===== src/core/dcd_pkg.sv =====
`default_nettype none
package dcd_pkg;
   // register addresses on the special-function-register bus
   localparam logic [7:0] ADDR_CH0_LOW = 8'h96;
   localparam logic [7:0] ADDR_CH0_HIGH = 8'h97;
   localparam logic [7:0] ADDR_CH1_CTRL = 8'hB5;
   localparam logic [7:0] ADDR_CH0_CTRL = 8'hB9;
   localparam logic [7:0] ADDR_CH1_LOW = 8'hF4;
   localparam logic [7:0] ADDR_CH1_HIGH = 8'hF5;

   // reset values
   localparam logic [7:0] CTRL_RESET = 8'h73;
   localparam logic [7:0] DATA_RESET = 8'h00;
   localparam logic [11:0] CODE_RESET = 12'h000;
   localparam logic [7:0] READ_IDLE = 8'h00;

   // control field positions
   localparam int CTRL_EN_BIT = 7;
   localparam int CTRL_SRC_HI = 6;
   localparam int CTRL_SRC_LO = 4;
   localparam int CTRL_RSVD_BIT = 3;
   localparam int CTRL_RJ_BIT = 2;
   localparam int CTRL_FS_HI = 1;
   localparam int CTRL_FS_LO = 0;

   // update source codes
   localparam logic [2:0] SRC_TIMER0 = 3'h0;
   localparam logic [2:0] SRC_TIMER1 = 3'h1;
   localparam logic [2:0] SRC_TIMER2 = 3'h2;
   localparam logic [2:0] SRC_TIMER3 = 3'h3;
   localparam logic [2:0] SRC_RISE = 3'h4;
   localparam logic [2:0] SRC_FALL = 3'h5;
   localparam logic [2:0] SRC_ANY = 3'h6;
   localparam logic [2:0] SRC_ON_DEMAND = 3'h7;

   // full-scale current codes
   localparam logic [1:0] FS_0MA25 = 2'h0;
   localparam logic [1:0] FS_0MA5 = 2'h1;
   localparam logic [1:0] FS_1MA = 2'h2;
   localparam logic [1:0] FS_2MA = 2'h3;

   localparam int NUM_CHAN = 2;
   localparam int NUM_EVENTS = 8;
   localparam logic [3:0] NIBBLE_ZERO = 4'h0;
endpackage
`default_nettype wire


===== src/core/dcd_channel.sv =====
`default_nettype none
module dcd_channel #(
   parameter logic RJST_WRITABLE = 1'b0
) (
   input wire logic clk_sys,
   input wire logic reset,
   input wire logic ctrl_wr,
   input wire logic low_wr,
   input wire logic high_wr,
   input wire logic [7:0] wdata,
   input wire logic [7:0] update_events,
   output logic [7:0] ctrl_q,
   output logic [7:0] low_q,
   output logic [7:0] high_q,
   output logic [11:0] code_q
);
   logic [7:0] ctrl_d;
   logic [7:0] low_d;
   logic [7:0] high_d;
   logic [11:0] code_d;
   logic rj;
   logic [2:0] src;
   logic fire;
   logic rj_next;
   logic [11:0] word_now;

   // assemble the 12-bit word from the two bytes
   function automatic logic [11:0] justify(input logic right,
         input logic [7:0] hi, input logic [7:0] lo);
      if (right) begin
         justify = {hi[3:0], lo}; // RULE_02
      end else begin
         justify = {hi, lo[7:4]}; // RULE_01
      end
   endfunction

   assign rj = ctrl_q[dcd_pkg::CTRL_RJ_BIT];
   assign src = ctrl_q[dcd_pkg::CTRL_SRC_HI:dcd_pkg::CTRL_SRC_LO];
   // justification is fixed unless the part is built with it writable
   assign rj_next = RJST_WRITABLE ? wdata[dcd_pkg::CTRL_RJ_BIT] : rj; // RULE_03

   // reserved bit always stored as zero
   assign ctrl_d = ctrl_wr ? {wdata[7:4], 1'b0, rj_next, wdata[1:0]}
                           : ctrl_q; // RULE_09
   // unused nibble forced to zero on write, so reads show 0000b
   assign high_d = !high_wr ? high_q
                  : rj ? {dcd_pkg::NIBBLE_ZERO, wdata[3:0]}
                  : wdata; // RULE_10
   assign low_d = !low_wr ? low_q
                 : rj ? wdata
                 : {wdata[7:4], dcd_pkg::NIBBLE_ZERO}; // RULE_10

   assign fire = update_events[src]; // RULE_06 RULE_07 RULE_08
   // on demand the new high byte joins the held low byte in one step
   assign word_now = (src == dcd_pkg::SRC_ON_DEMAND)
                    ? justify(rj, high_d, low_q)
                    : justify(rj, high_q, low_q); // RULE_16 RULE_17
   // latch holds across enable changes until an update
   assign code_d = fire ? word_now : code_q; // RULE_20

   always_ff @(posedge clk_sys or posedge reset) begin
      if (reset) begin
         ctrl_q <= dcd_pkg::CTRL_RESET; // RULE_04 RULE_05
         low_q <= dcd_pkg::DATA_RESET;
         high_q <= dcd_pkg::DATA_RESET;
         code_q <= dcd_pkg::CODE_RESET; // RULE_20
      end else begin
         ctrl_q <= ctrl_d;
         low_q <= low_d;
         high_q <= high_d;
         code_q <= code_d;
      end
   end
endmodule
`default_nettype wire


===== src/core/dcd_update_control.sv =====
// How it works
// RULE_01 - left justify: high byte, low upper nibble
// RULE_02 - right justify: high lower nibble, low byte
// RULE_03 - control bit 2 selects justification, reset 0
// RULE_04 - control bits 1..0 choose full-scale current
// RULE_05 - control bit 7 enables channel, reset off
// RULE_06 - sources 000..011 update on timer overflows
// RULE_07 - sources 100..110 update on strobe edges
// RULE_08 - source 111 updates on high-byte write
// RULE_09 - reserved control bit 3 reads zero
// RULE_10 - unused data nibble reads as zero
// RULE_11 - channel 0 on pin 0; channel 1 by merge
// RULE_12 - both disabled: pins stay general purpose
// RULE_13 - enabled channel takes pin, driver off
// RULE_14 - both enabled and merged share pin 0
// RULE_15 - software sets crossbar skip for used pins
// RULE_16 - on demand, low write waits for high
// RULE_17 - timer or edge modes copy on event
// RULE_18 - timers 2/3 use low or high overflow
// RULE_19 - software writes low byte before high
// RULE_20 - converter latch resets zero, holds until update
`default_nettype none
module dcd_update_control #(
   parameter logic RJST_WRITABLE = 1'b0
) (
   input wire logic clk_sys,
   input wire logic reset,
   input wire logic [7:0] sfr_addr,
   input wire logic [7:0] sfr_wdata,
   input wire logic sfr_wr,
   input wire logic sfr_rd,
   output logic [7:0] sfr_rdata,
   input wire logic [1:0] timer01_overflow,
   input wire logic [1:0] timer23_low_overflow,
   input wire logic [1:0] timer23_high_overflow,
   input wire logic [1:0] timer23_split8,
   input wire logic conversion_start_strobe,
   input wire logic output_merge_select,
   output logic [11:0] chan0_code,
   output logic [11:0] chan1_code,
   output logic [1:0] chan0_full_scale_sel,
   output logic [1:0] chan1_full_scale_sel,
   output logic chan0_enable,
   output logic chan1_enable,
   output logic pin0_analog_connect,
   output logic pin1_analog_connect,
   output logic pin0_digital_disable,
   output logic pin1_digital_disable,
   output logic chan1_on_pin0,
   output logic pins_merged
);
   // per-channel register images
   logic [7:0] ctrl_q [dcd_pkg::NUM_CHAN];
   logic [7:0] low_q [dcd_pkg::NUM_CHAN];
   logic [7:0] high_q [dcd_pkg::NUM_CHAN];
   logic [11:0] code_q [dcd_pkg::NUM_CHAN];
   logic [7:0] events [dcd_pkg::NUM_CHAN];
   logic [dcd_pkg::NUM_CHAN-1:0] ctrl_wr;
   logic [dcd_pkg::NUM_CHAN-1:0] low_wr;
   logic [dcd_pkg::NUM_CHAN-1:0] high_wr;

   // strobe synchroniser and edge history
   logic strobe_meta_q;
   logic strobe_sync_q;
   logic strobe_prev_q;
   logic strobe_rise;
   logic strobe_fall;
   logic strobe_any;

   // timer event selection
   logic timer2_event;
   logic timer3_event;

   // register read path
   logic [7:0] rdata_d;
   logic [7:0] sfr_rdata_q;

   // pin routing state
   logic en0;
   logic en1;
   logic merge;
   logic pin0_connect_d;
   logic pin1_connect_d;
   logic chan1_on_pin0_d;
   logic merged_d;
   logic pin0_connect_q;
   logic pin1_connect_q;
   logic pin0_disable_q;
   logic pin1_disable_q;
   logic chan1_on_pin0_q;
   logic merged_q;

   // address match, shared by the write strobes and the read mux
   function automatic logic hit(input logic [7:0] a, input logic [7:0] b);
      hit = (a == b);
   endfunction

   // write strobes, one per register
   assign ctrl_wr[0] = sfr_wr && hit(sfr_addr, dcd_pkg::ADDR_CH0_CTRL);
   assign ctrl_wr[1] = sfr_wr && hit(sfr_addr, dcd_pkg::ADDR_CH1_CTRL);
   assign low_wr[0] = sfr_wr && hit(sfr_addr, dcd_pkg::ADDR_CH0_LOW);
   assign low_wr[1] = sfr_wr && hit(sfr_addr, dcd_pkg::ADDR_CH1_LOW);
   assign high_wr[0] = sfr_wr && hit(sfr_addr, dcd_pkg::ADDR_CH0_HIGH);
   assign high_wr[1] = sfr_wr && hit(sfr_addr, dcd_pkg::ADDR_CH1_HIGH);

   // the strobe pin is asynchronous; only the second stage is looked at
   always_ff @(posedge clk_sys or posedge reset) begin
      if (reset) begin
         strobe_meta_q <= 1'b0;
         strobe_sync_q <= 1'b0;
         strobe_prev_q <= 1'b0;
      end else begin
         strobe_meta_q <= conversion_start_strobe;
         strobe_sync_q <= strobe_meta_q;
         strobe_prev_q <= strobe_sync_q;
      end
   end

   // edges seen two to three cycles after the pin moves
   assign strobe_rise = strobe_sync_q && !strobe_prev_q;
   assign strobe_fall = !strobe_sync_q && strobe_prev_q;
   assign strobe_any = strobe_rise || strobe_fall;

   // timers 2 and 3 report low-byte overflow when split into 8-bit halves
   assign timer2_event = timer23_split8[0] ? timer23_low_overflow[0]
                                           : timer23_high_overflow[0]; // RULE_18
   assign timer3_event = timer23_split8[1] ? timer23_low_overflow[1]
                                           : timer23_high_overflow[1]; // RULE_18

   // one event bank per channel, indexed by the update source code
   genvar ch;
   generate
      for (ch = 0; ch < dcd_pkg::NUM_CHAN; ch++) begin : g_chan
         assign events[ch][dcd_pkg::SRC_TIMER0] = timer01_overflow[0]; // RULE_06
         assign events[ch][dcd_pkg::SRC_TIMER1] = timer01_overflow[1];
         assign events[ch][dcd_pkg::SRC_TIMER2] = timer2_event;
         assign events[ch][dcd_pkg::SRC_TIMER3] = timer3_event;
         assign events[ch][dcd_pkg::SRC_RISE] = strobe_rise; // RULE_07
         assign events[ch][dcd_pkg::SRC_FALL] = strobe_fall;
         assign events[ch][dcd_pkg::SRC_ANY] = strobe_any;
         // the channel's own high-byte write is its on-demand event
         assign events[ch][dcd_pkg::SRC_ON_DEMAND] = high_wr[ch]; // RULE_08

         dcd_channel #(
            .RJST_WRITABLE(RJST_WRITABLE)
         ) u_chan (
            .clk_sys(clk_sys),
            .reset(reset),
            .ctrl_wr(ctrl_wr[ch]),
            .low_wr(low_wr[ch]),
            .high_wr(high_wr[ch]),
            .wdata(sfr_wdata),
            .update_events(events[ch]),
            .ctrl_q(ctrl_q[ch]),
            .low_q(low_q[ch]),
            .high_q(high_q[ch]),
            .code_q(code_q[ch])
         );
      end
   endgenerate

   // read mux; unmapped addresses and idle cycles return zero
   assign rdata_d =
      !sfr_rd ? dcd_pkg::READ_IDLE
      : hit(sfr_addr, dcd_pkg::ADDR_CH0_CTRL) ? ctrl_q[0] // RULE_09
      : hit(sfr_addr, dcd_pkg::ADDR_CH1_CTRL) ? ctrl_q[1]
      : hit(sfr_addr, dcd_pkg::ADDR_CH0_LOW) ? low_q[0]
      : hit(sfr_addr, dcd_pkg::ADDR_CH1_LOW) ? low_q[1]
      : hit(sfr_addr, dcd_pkg::ADDR_CH0_HIGH) ? high_q[0]
      : hit(sfr_addr, dcd_pkg::ADDR_CH1_HIGH) ? high_q[1]
      : dcd_pkg::READ_IDLE;

   // read data registered so the port comes from a flop
   always_ff @(posedge clk_sys or posedge reset) begin
      if (reset) begin
         sfr_rdata_q <= dcd_pkg::READ_IDLE;
      end else begin
         sfr_rdata_q <= rdata_d;
      end
   end

   // enables and merge select feeding the pin routing
   assign en0 = ctrl_q[0][dcd_pkg::CTRL_EN_BIT]; // RULE_05
   assign en1 = ctrl_q[1][dcd_pkg::CTRL_EN_BIT];
   assign merge = output_merge_select;

   // pin 0 carries channel 0 while it is enabled; channel 1 joins it when merged
   assign pin0_connect_d = en0 || (en1 && merge); // RULE_11 RULE_13
   assign pin1_connect_d = en1 && !merge; // RULE_11 RULE_13
   assign chan1_on_pin0_d = en1 && merge; // RULE_11
   assign merged_d = en0 && en1 && merge; // RULE_14

   // pin control is one cycle behind the enables; harmless for an
   // analog switch and keeps every pin signal glitch free
   always_ff @(posedge clk_sys or posedge reset) begin
      if (reset) begin
         pin0_connect_q <= 1'b0; // RULE_12
         pin1_connect_q <= 1'b0;
         pin0_disable_q <= 1'b0;
         pin1_disable_q <= 1'b0;
         chan1_on_pin0_q <= 1'b0;
         merged_q <= 1'b0;
      end else begin
         pin0_connect_q <= pin0_connect_d;
         pin1_connect_q <= pin1_connect_d;
         // driver and weak pull-up off exactly while the pin is taken
         pin0_disable_q <= pin0_connect_d; // RULE_13
         pin1_disable_q <= pin1_connect_d; // RULE_13
         chan1_on_pin0_q <= chan1_on_pin0_d;
         merged_q <= merged_d;
      end
   end

   // outputs, every one straight from a flop
   assign sfr_rdata = sfr_rdata_q;
   assign chan0_code = code_q[0];
   assign chan1_code = code_q[1];
   assign chan0_full_scale_sel =
      ctrl_q[0][dcd_pkg::CTRL_FS_HI:dcd_pkg::CTRL_FS_LO]; // RULE_04
   assign chan1_full_scale_sel =
      ctrl_q[1][dcd_pkg::CTRL_FS_HI:dcd_pkg::CTRL_FS_LO]; // RULE_04
   assign chan0_enable = en0;
   assign chan1_enable = en1;
   assign pin0_analog_connect = pin0_connect_q;
   assign pin1_analog_connect = pin1_connect_q;
   assign pin0_digital_disable = pin0_disable_q;
   assign pin1_digital_disable = pin1_disable_q;
   assign chan1_on_pin0 = chan1_on_pin0_q;
   assign pins_merged = merged_q;
endmodule
`default_nettype wire


===== config.mk =====
export PLATFORM = sky130hd
export DESIGN_NAME = dcd_update_control
export DESIGN_NICKNAME = d
export VERILOG_FILES = /design/src/core/dcd_pkg.sv /design/src/core/dcd_channel.sv /design/src/core/dcd_update_control.sv
export SDC_FILE = /design/constraint.sdc
export NUM_CORES = 1
export LEC_CHECK = 0
export BUFFER_PORTS_ARGS = -buffer_cell sky130_fd_sc_hd__buf_2
export CAP_MARGIN = 20
export CORE_MARGIN = 4
export CORE_UTILIZATION = 45
export CTS_BUF_LIST = sky130_fd_sc_hd__clkbuf_8
export DETAILED_ROUTE_END_ITERATION = 16
export HOLD_SLACK_MARGIN = 0.1
export PLACE_DENSITY_LB_ADDON = 0.12
export SLEW_MARGIN = 20
export SYNTH_ARGS = -nofsm -noshare
export SYNTH_HDL_FRONTEND = slang
export SYNTH_SLANG_ARGS = --single-unit

===== constraint.sdc =====
create_clock -name clk_sys -period 3.9 [get_ports clk_sys]
set_clock_uncertainty 0.05 [all_clocks]
set_input_delay 0.78 -clock clk_sys [delete_from_list [all_inputs] [get_ports clk_sys]]
set_output_delay 0.78 -clock clk_sys [all_outputs]
set_load 0.01 [all_outputs]

==> results of run 1 <==
## layer usage
layer  GRT usage  share of wire  vias up  routed length, um
li1            -              -     1166                  -
met1       0.238           0.45     1259               3690
met2       0.273           0.47       83               3850
met3      0.0553          0.066        4                534
met4      0.0447         0.0085        0                 69
met5           0              0        -                  0
## how the worst max path moves through the flow
stage,slack [ns],depth (start not counted),to
5_1_grt,0.59,6,g_chan[1].u_chan.code_q[10]
2_1_floorplan,1.09,8,g_chan[1].u_chan.code_q[0]
3_3_place_gp,0.49,6,g_chan[1].u_chan.code_q[11]
3_5_place_dp,0.42,6,g_chan[1].u_chan.code_q[10]
4_1_cts,0.78,6,g_chan[1].u_chan.code_q[10]
6_report,0.76,6,g_chan[1].u_chan.code_q[10]
## sequential cells by signal (all words and copies together) (netlist names)
| register | cells |
|---|---|
| strobe_sync_q | 1 |
| sfr_rdata | 8 |
| chan1_on_pin0 | 1 |
| g_chan.u_chan.ctrl_q | 12 |
| pin1_analog_connect | 1 |
| strobe_prev_q | 1 |
| pin0_analog_connect | 1 |
| strobe_meta_q | 1 |
| g_chan.u_chan.high_q | 16 |
| g_chan.u_chan.low_q | 8 |
| pins_merged | 1 |
| g_chan.u_chan.code_q | 24 |
## power groups by stage
| stage | registers, W | clock network, W | logic [W] |
|---|---|---|---|
| 2_1_floorplan | 0.000859 | 0 | 0.000114 |
| 3_3_place_gp | 0.000860 | 0 | 0.000182 |
| 3_5_place_dp | 0.000860 | 0 | 0.000185 |
| 4_1_cts | 0.000845 | 0.000616 | 0.000185 |
| 5_1_grt | 0.000850 | 0.000652 | 0.000200 |
| 6_report | 0.000844 | 0.000600 | 0.000182 |
## cells by family after synthesis
family	Yosys count	share of synthesized area
AOI/OAI and AO/OA	38	0.0751
DFF	75	0.522
muxes	82	0.264
buffers and inverters	25	0.0401
and+or+nand+nor	59	0.0920
adders and majority gates	2	0.00692
## Yosys cell counts (7+ instances only)
master	number
mux2_4	10
nor2b_1	8
mux2_2	66
o21ai_0	9
a21oi_1	9
dfstp_2	10
inv_1	9
dfrtp_1	65
nand2_1	12
nor2_1	9
buf_4	7
## cell usage in the layout, fill, tap and decap left out, types with 2 or more instances in the layout
| cell | synthesis | final |
|---|---|---|
| buf_2 | 1 | 73 |
| mux2_2 | 66 | 66 |
| dfrtp_1 | 65 | 65 |
| nand2_1 | 12 | 12 |
| mux2_4 | 10 | 10 |
| clkbuf_8 | 0 | 10 |
| dfstp_2 | 10 | 10 |
| nor2_1 | 9 | 9 |
| o21ai_0 | 9 | 9 |
| a21oi_1 | 9 | 9 |
| inv_1 | 9 | 8 |
| nor2b_1 | 8 | 8 |
| mux2i_1 | 6 | 6 |
| nand2b_1 | 5 | 5 |
| nor3_1 | 4 | 4 |
| nor4_1 | 4 | 4 |
| nand3_1 | 3 | 3 |
| o32ai_1 | 3 | 3 |
| a22oi_1 | 3 | 3 |
| clkinv_2 | 0 | 3 |
| buf_4 | 7 | 3 |
| nand4_1 | 2 | 2 |
| a211oi_1 | 2 | 2 |
| o2bb2ai_1 | 2 | 2 |
| a32oi_1 | 2 | 2 |
| a22o_1 | 2 | 2 |
| ha_1 | 2 | 2 |
## cell type report
type / instances / area, um^2
Clock buffer: 10 / 138
Clock inverter: 6 / 62.6
Fill cell: 686 / 3530
Inverter: 9 / 33.8
Multi-Input combinational cell: 181 / 1580
Sequential cell: 75 / 1890
Tap cell: 102 / 128
Timing Repair Buffer: 77 / 408
## per-stage QoR
stage	util	worst slack, ns	power (W)	cells	area (um^2)
after global routing	0.546	0.591	0.00170	460	4240
after global placement	0.520	0.491	0.00104	444	4040
after detailed placement	0.520	0.418	0.00104	444	4040
final	0.546	0.759	0.00163	460	4240
after floorplan	-	1.09	0.000974	281	3620
after CTS	0.546	0.775	0.00165	460	4240
==> metrics.csv, run 1 <==
metric,value,unit
area_growth,17.3,%
syn-instance-count,281,
clk-insertion-delay-late,0.34,ns
endpoint_kind,register,
grt_pass1_vias,2543,
ios,74,
p_leak,2.16,nW
grt_antenna_before_repair,0,
post_drt_wl_per_cell,17.7,um
viasPerCell,5.46,
grt.total_usage,0.175,
finalWirelength,8150,um
relSlewSlack,0.477,
max_freq,318,MHz
synth_top_area_frac,0.450,
worst_pin_slew,0.774,ns
cts.sink_count,75,
synth_seq_cells,75,
drc,0,
clockBufferDepth,2,
crit_start,sfr_addr[6],
cts_root_buf,clkbuf_8,
whs_path_depth,0,
cts_hold_buf,0,
whs_endpoint,strobe_sync_q,
slew_violations,0,
synth_ff_type,dfrtp_1,
die_y,97.7,um
setup-tns-final,0,ns
worst_hold_slack,0.303,ns
gp_congestion,0.859,
num-nets-final,385,
syn-num-nets,313,
dr.pass1.iters,4,
yosysWarnings,0,
ys_types,46,
seqPwrFrac,0.519,
ant_nets,0,
clkTransAtPathRegs,0.08,ns
layout-drive-gt1-share,0.517,
min_period_over_period,0.805,
syn-cell-area,0.00362,mm^2
clkPwrFrac,0.369,
power.internal,0.00122,W
cts_tree,done,
cp.required,4.08,ns
r2r_cells,4,
power_switching,0.000410,W
pwr-share-comb,0.112,
worst-path-buf-inv,2,
hold_class,register to register,
hold_start,strobe_meta_q,
synth_area_leaders,"dfrtp_1, mux2_2, dfstp_2, mux2_4, mux2i_1",
slowest_stage,or4_1,
row_count,32,
critPathMaxFanout,12,
setup_violations,0,
die_area,0.00954,mm^2
r2r_setup_slack,1.64,ns
via_count,2512,
htreeDepth,3,
diodes,0,
finalHoldViolCount,0,
critPathMaxStageDelay,0.75,ns
arrival,3.32,ns
grt_max_degree,40,
start_kind,input port,
switching_share,0.252,
cp_cell_sequence,"buf_2, inv_1, or4_1, or2_1, a31oi_4, mux2_2",
power_density,383,mW/mm^2
synth_edf_count,0,
hpwlAfterDp,6110,um
finalCriticalPeriod,3.14,ns
status,"finished, final reports clean",
maxCapViolations,0,
drt_iter0_drc,128,
r2r_end,g_chan[1].u_chan.code_q[10],
seq_area_frac_synth,0.522,
port_buffers,73,
postCtsSetupRepairBufs,0,
ctsResizeCount,0,
cts_buffers,9,
crit_family,simple AND/OR/NAND/NOR gates,
die_x,97.7,um
core,0.00777,mm^2
yosys.area.top_type,dfrtp_1,
reg2reg_from,g_chan[1].u_chan.ctrl_q[5],
peakVddDrop,0.192,mV
grt_first_pass_wirelength,13200,um
avgSynthCellArea,12.9,um^2
ys_async_sr_fraction,1.00,
grt_setup_unrepaired,false,
grt_overflow_total,0,
start_util,0.466,
critPathKind,input port to register,
Power figures use the tool's default switching activity.
==> run 2: changes to the inputs <==
Clock period 3.9 ns to 2.6 ns, I/O delays scaled along.
==> metrics.csv, run 2 (synthesis gave the netlist of run 1 again) <==
metric,value,unit,change
grt_pass1_vias,2544,,+0.039%
drt_iter0_drc,84,,-34%
largest_register_ffs,24,,unchanged
clkTransAtPathRegs,0.08,ns,about the same
grt_max_degree,76,,+90%
slowest_stage,or4_1,,
gp_congestion,0.891,,+3.7%
start_util,0.466,,unchanged
cp.required,2.78,ns,-1.30 ns
crit_family,simple AND/OR/NAND/NOR gates,,
maxCapViolations,0,,unchanged
cts_buffers,9,,unchanged
ios,74,,unchanged
peakVddDrop,0.307,mV,+60%
ctsResizeCount,0,,unchanged
via_count,2572,,+2.4%
diodes,0,,unchanged
critPathMaxStageDelay,0.51,ns,-0.24 ns
start_kind,input port,,
setup_slack,0.421,ns,-0.338 ns
fin_area,0.00440,mm^2,+3.6%
dr.pass1.iters,4,,unchanged
power_density,587,mW/mm^2,+53%
die_area,0.00954,mm^2,unchanged
area_growth,21.5,%,
row_count,32,,unchanged
layout-drive-gt1-share,0.534,,+0.0168
postCtsSetupRepairBufs,0,,unchanged
layout_commonest_cell,buf_2,,
viasPerCell,5.41,,-0.84%
die_x,97.7,um,unchanged
finalHoldViolCount,0,,unchanged
die_y,97.7,um,unchanged
setup_violations,0,,unchanged
clockBufferDepth,2,,unchanged
worst_pin_slew,0.517,ns,-0.258 ns
drc,0,,unchanged
cts_tree,done,,
critPathKind,input port to register,,
post-place-ws,0.0872,ns,-0.330 ns
finalWirelength,8520,um,+4.6%
grt_setup_unrepaired,false,,
max_freq,459,MHz,
grt_first_pass_wirelength,13600,um,+3.3%
endpoint_kind,register,,
final_cell_mix,"buf_2, mux2_2, dfrtp_1",,
dpl_cell_area,0.00417,mm^2,+3.1%
status,"finished, final reports clean",,
hpwlAfterDp,6280,um,+2.8%
min_period_over_period,0.838,,
grt.total_usage,0.182,,+0.00694
grt_overflow_total,0,,unchanged
clk-insertion-delay-late,0.34,ns,about the same
post_drt_wl_per_cell,17.9,um,+1.3%
htreeDepth,3,,unchanged
cts.sink_count,75,,unchanged
cts_hold_buf,0,,unchanged
cp_cell_sequence,"buf_2, nand4b_1, or4_1, or2_1, a31oi_4, buf_12, mux2_2",,
finalCriticalPeriod,2.18,ns,
core,0.00777,mm^2,unchanged
cts_root_buf,clkbuf_8,,
p_leak,2.25,nW,+4.2%
relSlewSlack,0.651,,+0.174
grt_antenna_before_repair,0,,unchanged
largestRegisters,"g_chan.u_chan.code_q (24), g_chan.u_chan.high_q (16), g_chan.u_chan.ctrl_q (12)",,
arrival,2.36,ns,-0.96 ns
port_buffers,73,,unchanged
slew_violations,0,,unchanged
num-nets-final,400,,+3.9%
setup-tns-final,0,ns,unchanged
worst-path-buf-inv,2,,unchanged
ant_nets,0,,unchanged
largest-register,g_chan.u_chan.code_q,,
critPathMaxFanout,12,,unchanged
hold_class,input port to asynchronous set/reset pin,,
==> run 2: layout make-up <==
type	count	area [um^2]
multi-input combinational	181	1580
clock inverter	5	77.6
clock buffer	11	151
fill	697	3370
tap	102	128
timing repair buffer	92	533
inverter	9	33.8
sequential	75	1890
==> run 2: through the flow <==
stage	power, W	utilization	instances	hold WS (ns)
4_1_cts	0.00261	0.566	475	0.216
5_1_grt	0.00268	0.566	475	0.220
3_3_place_gp	0.00158	0.536	459	0.286
2_1_floorplan	0.00146	-	281	0.281
6_report	0.00258	0.566	475	0.207
3_5_place_dp	0.00159	0.536	459	0.293
==> run 2: routing by layer <==
layer	GRT usage	wire, um	up-vias
li1	-	-	1191
met1	0.260	3960	1291
met2	0.283	4030	82
met3	0.0424	455	8
met4	0.0426	82	0
met5	0	0	-
==> run 2: worst reg2reg max path: stages (launching register included) <==
cell	delay [ns]
dfstp_2	0.64
nand2_1	0.10
nor4_2	0.23
buf_4	0.23
mux2_2	0.35
mux2_2	0.26
==> run 2: path summary, 6_finish.rpt <==
path                                            start                     endpoint  slack [ns]  cells after the start
max in group asynchronous                       reset   g_chan[0].u_chan.ctrl_q[1]        1.96                      3
max reg2reg                g_chan[0].u_chan.ctrl_q[5]   g_chan[0].u_chan.code_q[6]        0.62                      5
min reg2reg                             strobe_meta_q                strobe_sync_q        0.31                      0
max                                       sfr_addr[3]  g_chan[1].u_chan.code_q[11]        0.42                      7
min                                             reset                strobe_sync_q        0.21                      3
min in group clk_sys          conversion_start_strobe                strobe_meta_q        0.23                      1
==> run 2: report_power, final <==
part | internal [W] | switching (W) | leakage (nW)
clock | 0.000590 | 0.000429 | 0.121
sequential | 0.00123 | 0.0000427 | 0.995
combinational | 0.000142 | 0.000150 | 1.14
==> run 3: changes to the inputs <==
Clock period 2.6 ns to 2.1 ns, I/O delays scaled along.
==> metrics.csv, run 3 (synthesis gave the netlist of run 1 again) <==
metric,value,unit,change
setup-tns-final,0,ns,unchanged
layout_commonest_cell,buf_2,,
drt_iter0_drc,105,,+25%
largest-register,g_chan.u_chan.code_q,,
clk-insertion-delay-late,0.35,ns,about the same
cts_hold_buf,0,,unchanged
final_cell_mix,"buf_2, mux2_2, dfrtp_1",,
p_leak,2.41,nW,+7.0%
cts_buffers,9,,unchanged
die_area,0.00954,mm^2,unchanged
relSlewSlack,0.714,,+0.0633
diodes,0,,unchanged
dr.pass1.iters,4,,unchanged
cp.required,2.28,ns,-0.50 ns
layout-drive-gt1-share,0.569,,+0.0358
critPathMaxFanout,12,,unchanged
core,0.00777,mm^2,unchanged
grt_first_pass_wirelength,14600,um,+7.3%
grt_overflow_total,0,,unchanged
finalHoldViolCount,0,,unchanged
clkTransAtPathRegs,0.08,ns,about the same
start_util,0.466,,unchanged
cts.sink_count,75,,unchanged
clockBufferDepth,2,,unchanged
worst_pin_slew,0.423,ns,-0.0936 ns
die_y,97.7,um,unchanged
grt.total_usage,0.197,,+0.0143
clkPwrFrac,0.432,,+0.037
area_growth,29.1,%,
ant_nets,0,,unchanged
finalCriticalPeriod,2.03,ns,
maxCapViolations,0,,unchanged
power_switching,0.000786,W,+26%
row_count,32,,unchanged
worst_hold_slack,0.118,ns,-0.0888 ns
critPathKind,input port to register,,
pwr-share-comb,0.118,,+0.005
cts_root_buf,clkbuf_8,,
grt_pass1_vias,2728,,+7.2%
viasPerCell,5.30,,-2.1%
peakVddDrop,0.398,mV,+29%
arrival,2.21,ns,-0.15 ns
grt_antenna_before_repair,0,,unchanged
ios,74,,unchanged
num-nets-final,424,,+6.0%
largestRegisters,"g_chan.u_chan.code_q (24), g_chan.u_chan.high_q (16), g_chan.u_chan.ctrl_q (12)",,
switching_share,0.226,,-0.0154
gp_congestion,0.908,,+1.9%
post_drt_wl_per_cell,18.2,um,+1.7%
max_freq,493,MHz,
via_count,2645,,+2.8%
cts_tree,done,,
setup_violations,0,,unchanged
finalWirelength,9100,um,+6.8%
endpoint_kind,register,,
port_buffers,73,,unchanged
power_density,746,mW/mm^2,+27%
die_x,97.7,um,unchanged
htreeDepth,3,,unchanged
seqPwrFrac,0.450,,-0.042
min_period_over_period,0.967,,
start_kind,input port,,
largest_register_ffs,24,,unchanged
drc,0,,unchanged
hpwlAfterDp,6500,um,+3.5%
power,0.00348,W,+35%
hold_class,input port to asynchronous set/reset pin,,
slew_violations,0,,unchanged
grt_max_degree,76,,unchanged
status,"finished, final reports clean",,
power.internal,0.00270,W,+38%
==> run 3: metrics by stage <==
| step | util | cell area [um^2] | instances | setup slack, ns |
|---|---|---|---|---|
| after floorplan | - | 3640 | 281 | -0.305 |
| after global placement | 0.558 | 4340 | 478 | -0.281 |
| after detailed placement | 0.558 | 4340 | 478 | -0.323 |
| after CTS | 0.594 | 4610 | 494 | 0.0395 |
| after global routing | 0.601 | 4670 | 499 | -0.0110 |
| final | 0.601 | 4670 | 499 | 0.0697 |
==> run 3: layout make-up <==
class / count / area [um^2]
flip-flops and latches: 75 / 1890
repair buffers: 116 / 737
fillers: 647 / 3100
clock inverters: 5 / 124
clock buffers: 11 / 151
multi-input cells: 181 / 1600
inverters: 9 / 37.5
well taps: 102 / 128
==> run 3: final timing paths <==
check                                                start                     endpoint  slack (ns)  cells past startpoint
worst max-delay path                           sfr_addr[3]  g_chan[1].u_chan.code_q[10]        0.07                      7
worst min-delay path                                 reset   g_chan[1].u_chan.code_q[4]        0.12                      3
worst max register to register  g_chan[0].u_chan.ctrl_q[5]   g_chan[0].u_chan.code_q[9]        0.09                      7
worst min register to register               strobe_meta_q                strobe_sync_q        0.31                      0
max in group asynchronous                            reset   g_chan[0].u_chan.ctrl_q[5]        1.52                      3
min in group clk_sys               conversion_start_strobe                strobe_meta_q        0.13                      1
==> run 3: worst max-delay path, cell delays in order <==
cell and delay, ns:
buf_2 0.11, nand4b_1 0.21, or4_1 0.52, or2_4 0.28, a31oi_4 0.16, buf_12 0.18
mux2_2 0.34
==> run 3: power groups by stage <==
stage	Sequential, W	Combinational [W]	Clock, W
2_1_floorplan	0.00160	0.000214	0
3_3_place_gp	0.00160	0.000391	0
3_5_place_dp	0.00160	0.000395	0
4_1_cts	0.00157	0.000397	0.00154
5_1_grt	0.00158	0.000451	0.00160
6_report	0.00157	0.000412	0.00150
==> run 3: per-layer routing <==
layer,GRT usage,wire length (um)
met5,0,0
met4,0.0479,83
met3,0.0474,454
met2,0.313,4320
met1,0.272,4250
==> run 3: timing repair <==
action | in CTS | in global routing
setup endpoints to repair | 0 | 23
gates resized for setup | 0 | 8
setup buffers | 0 | 4
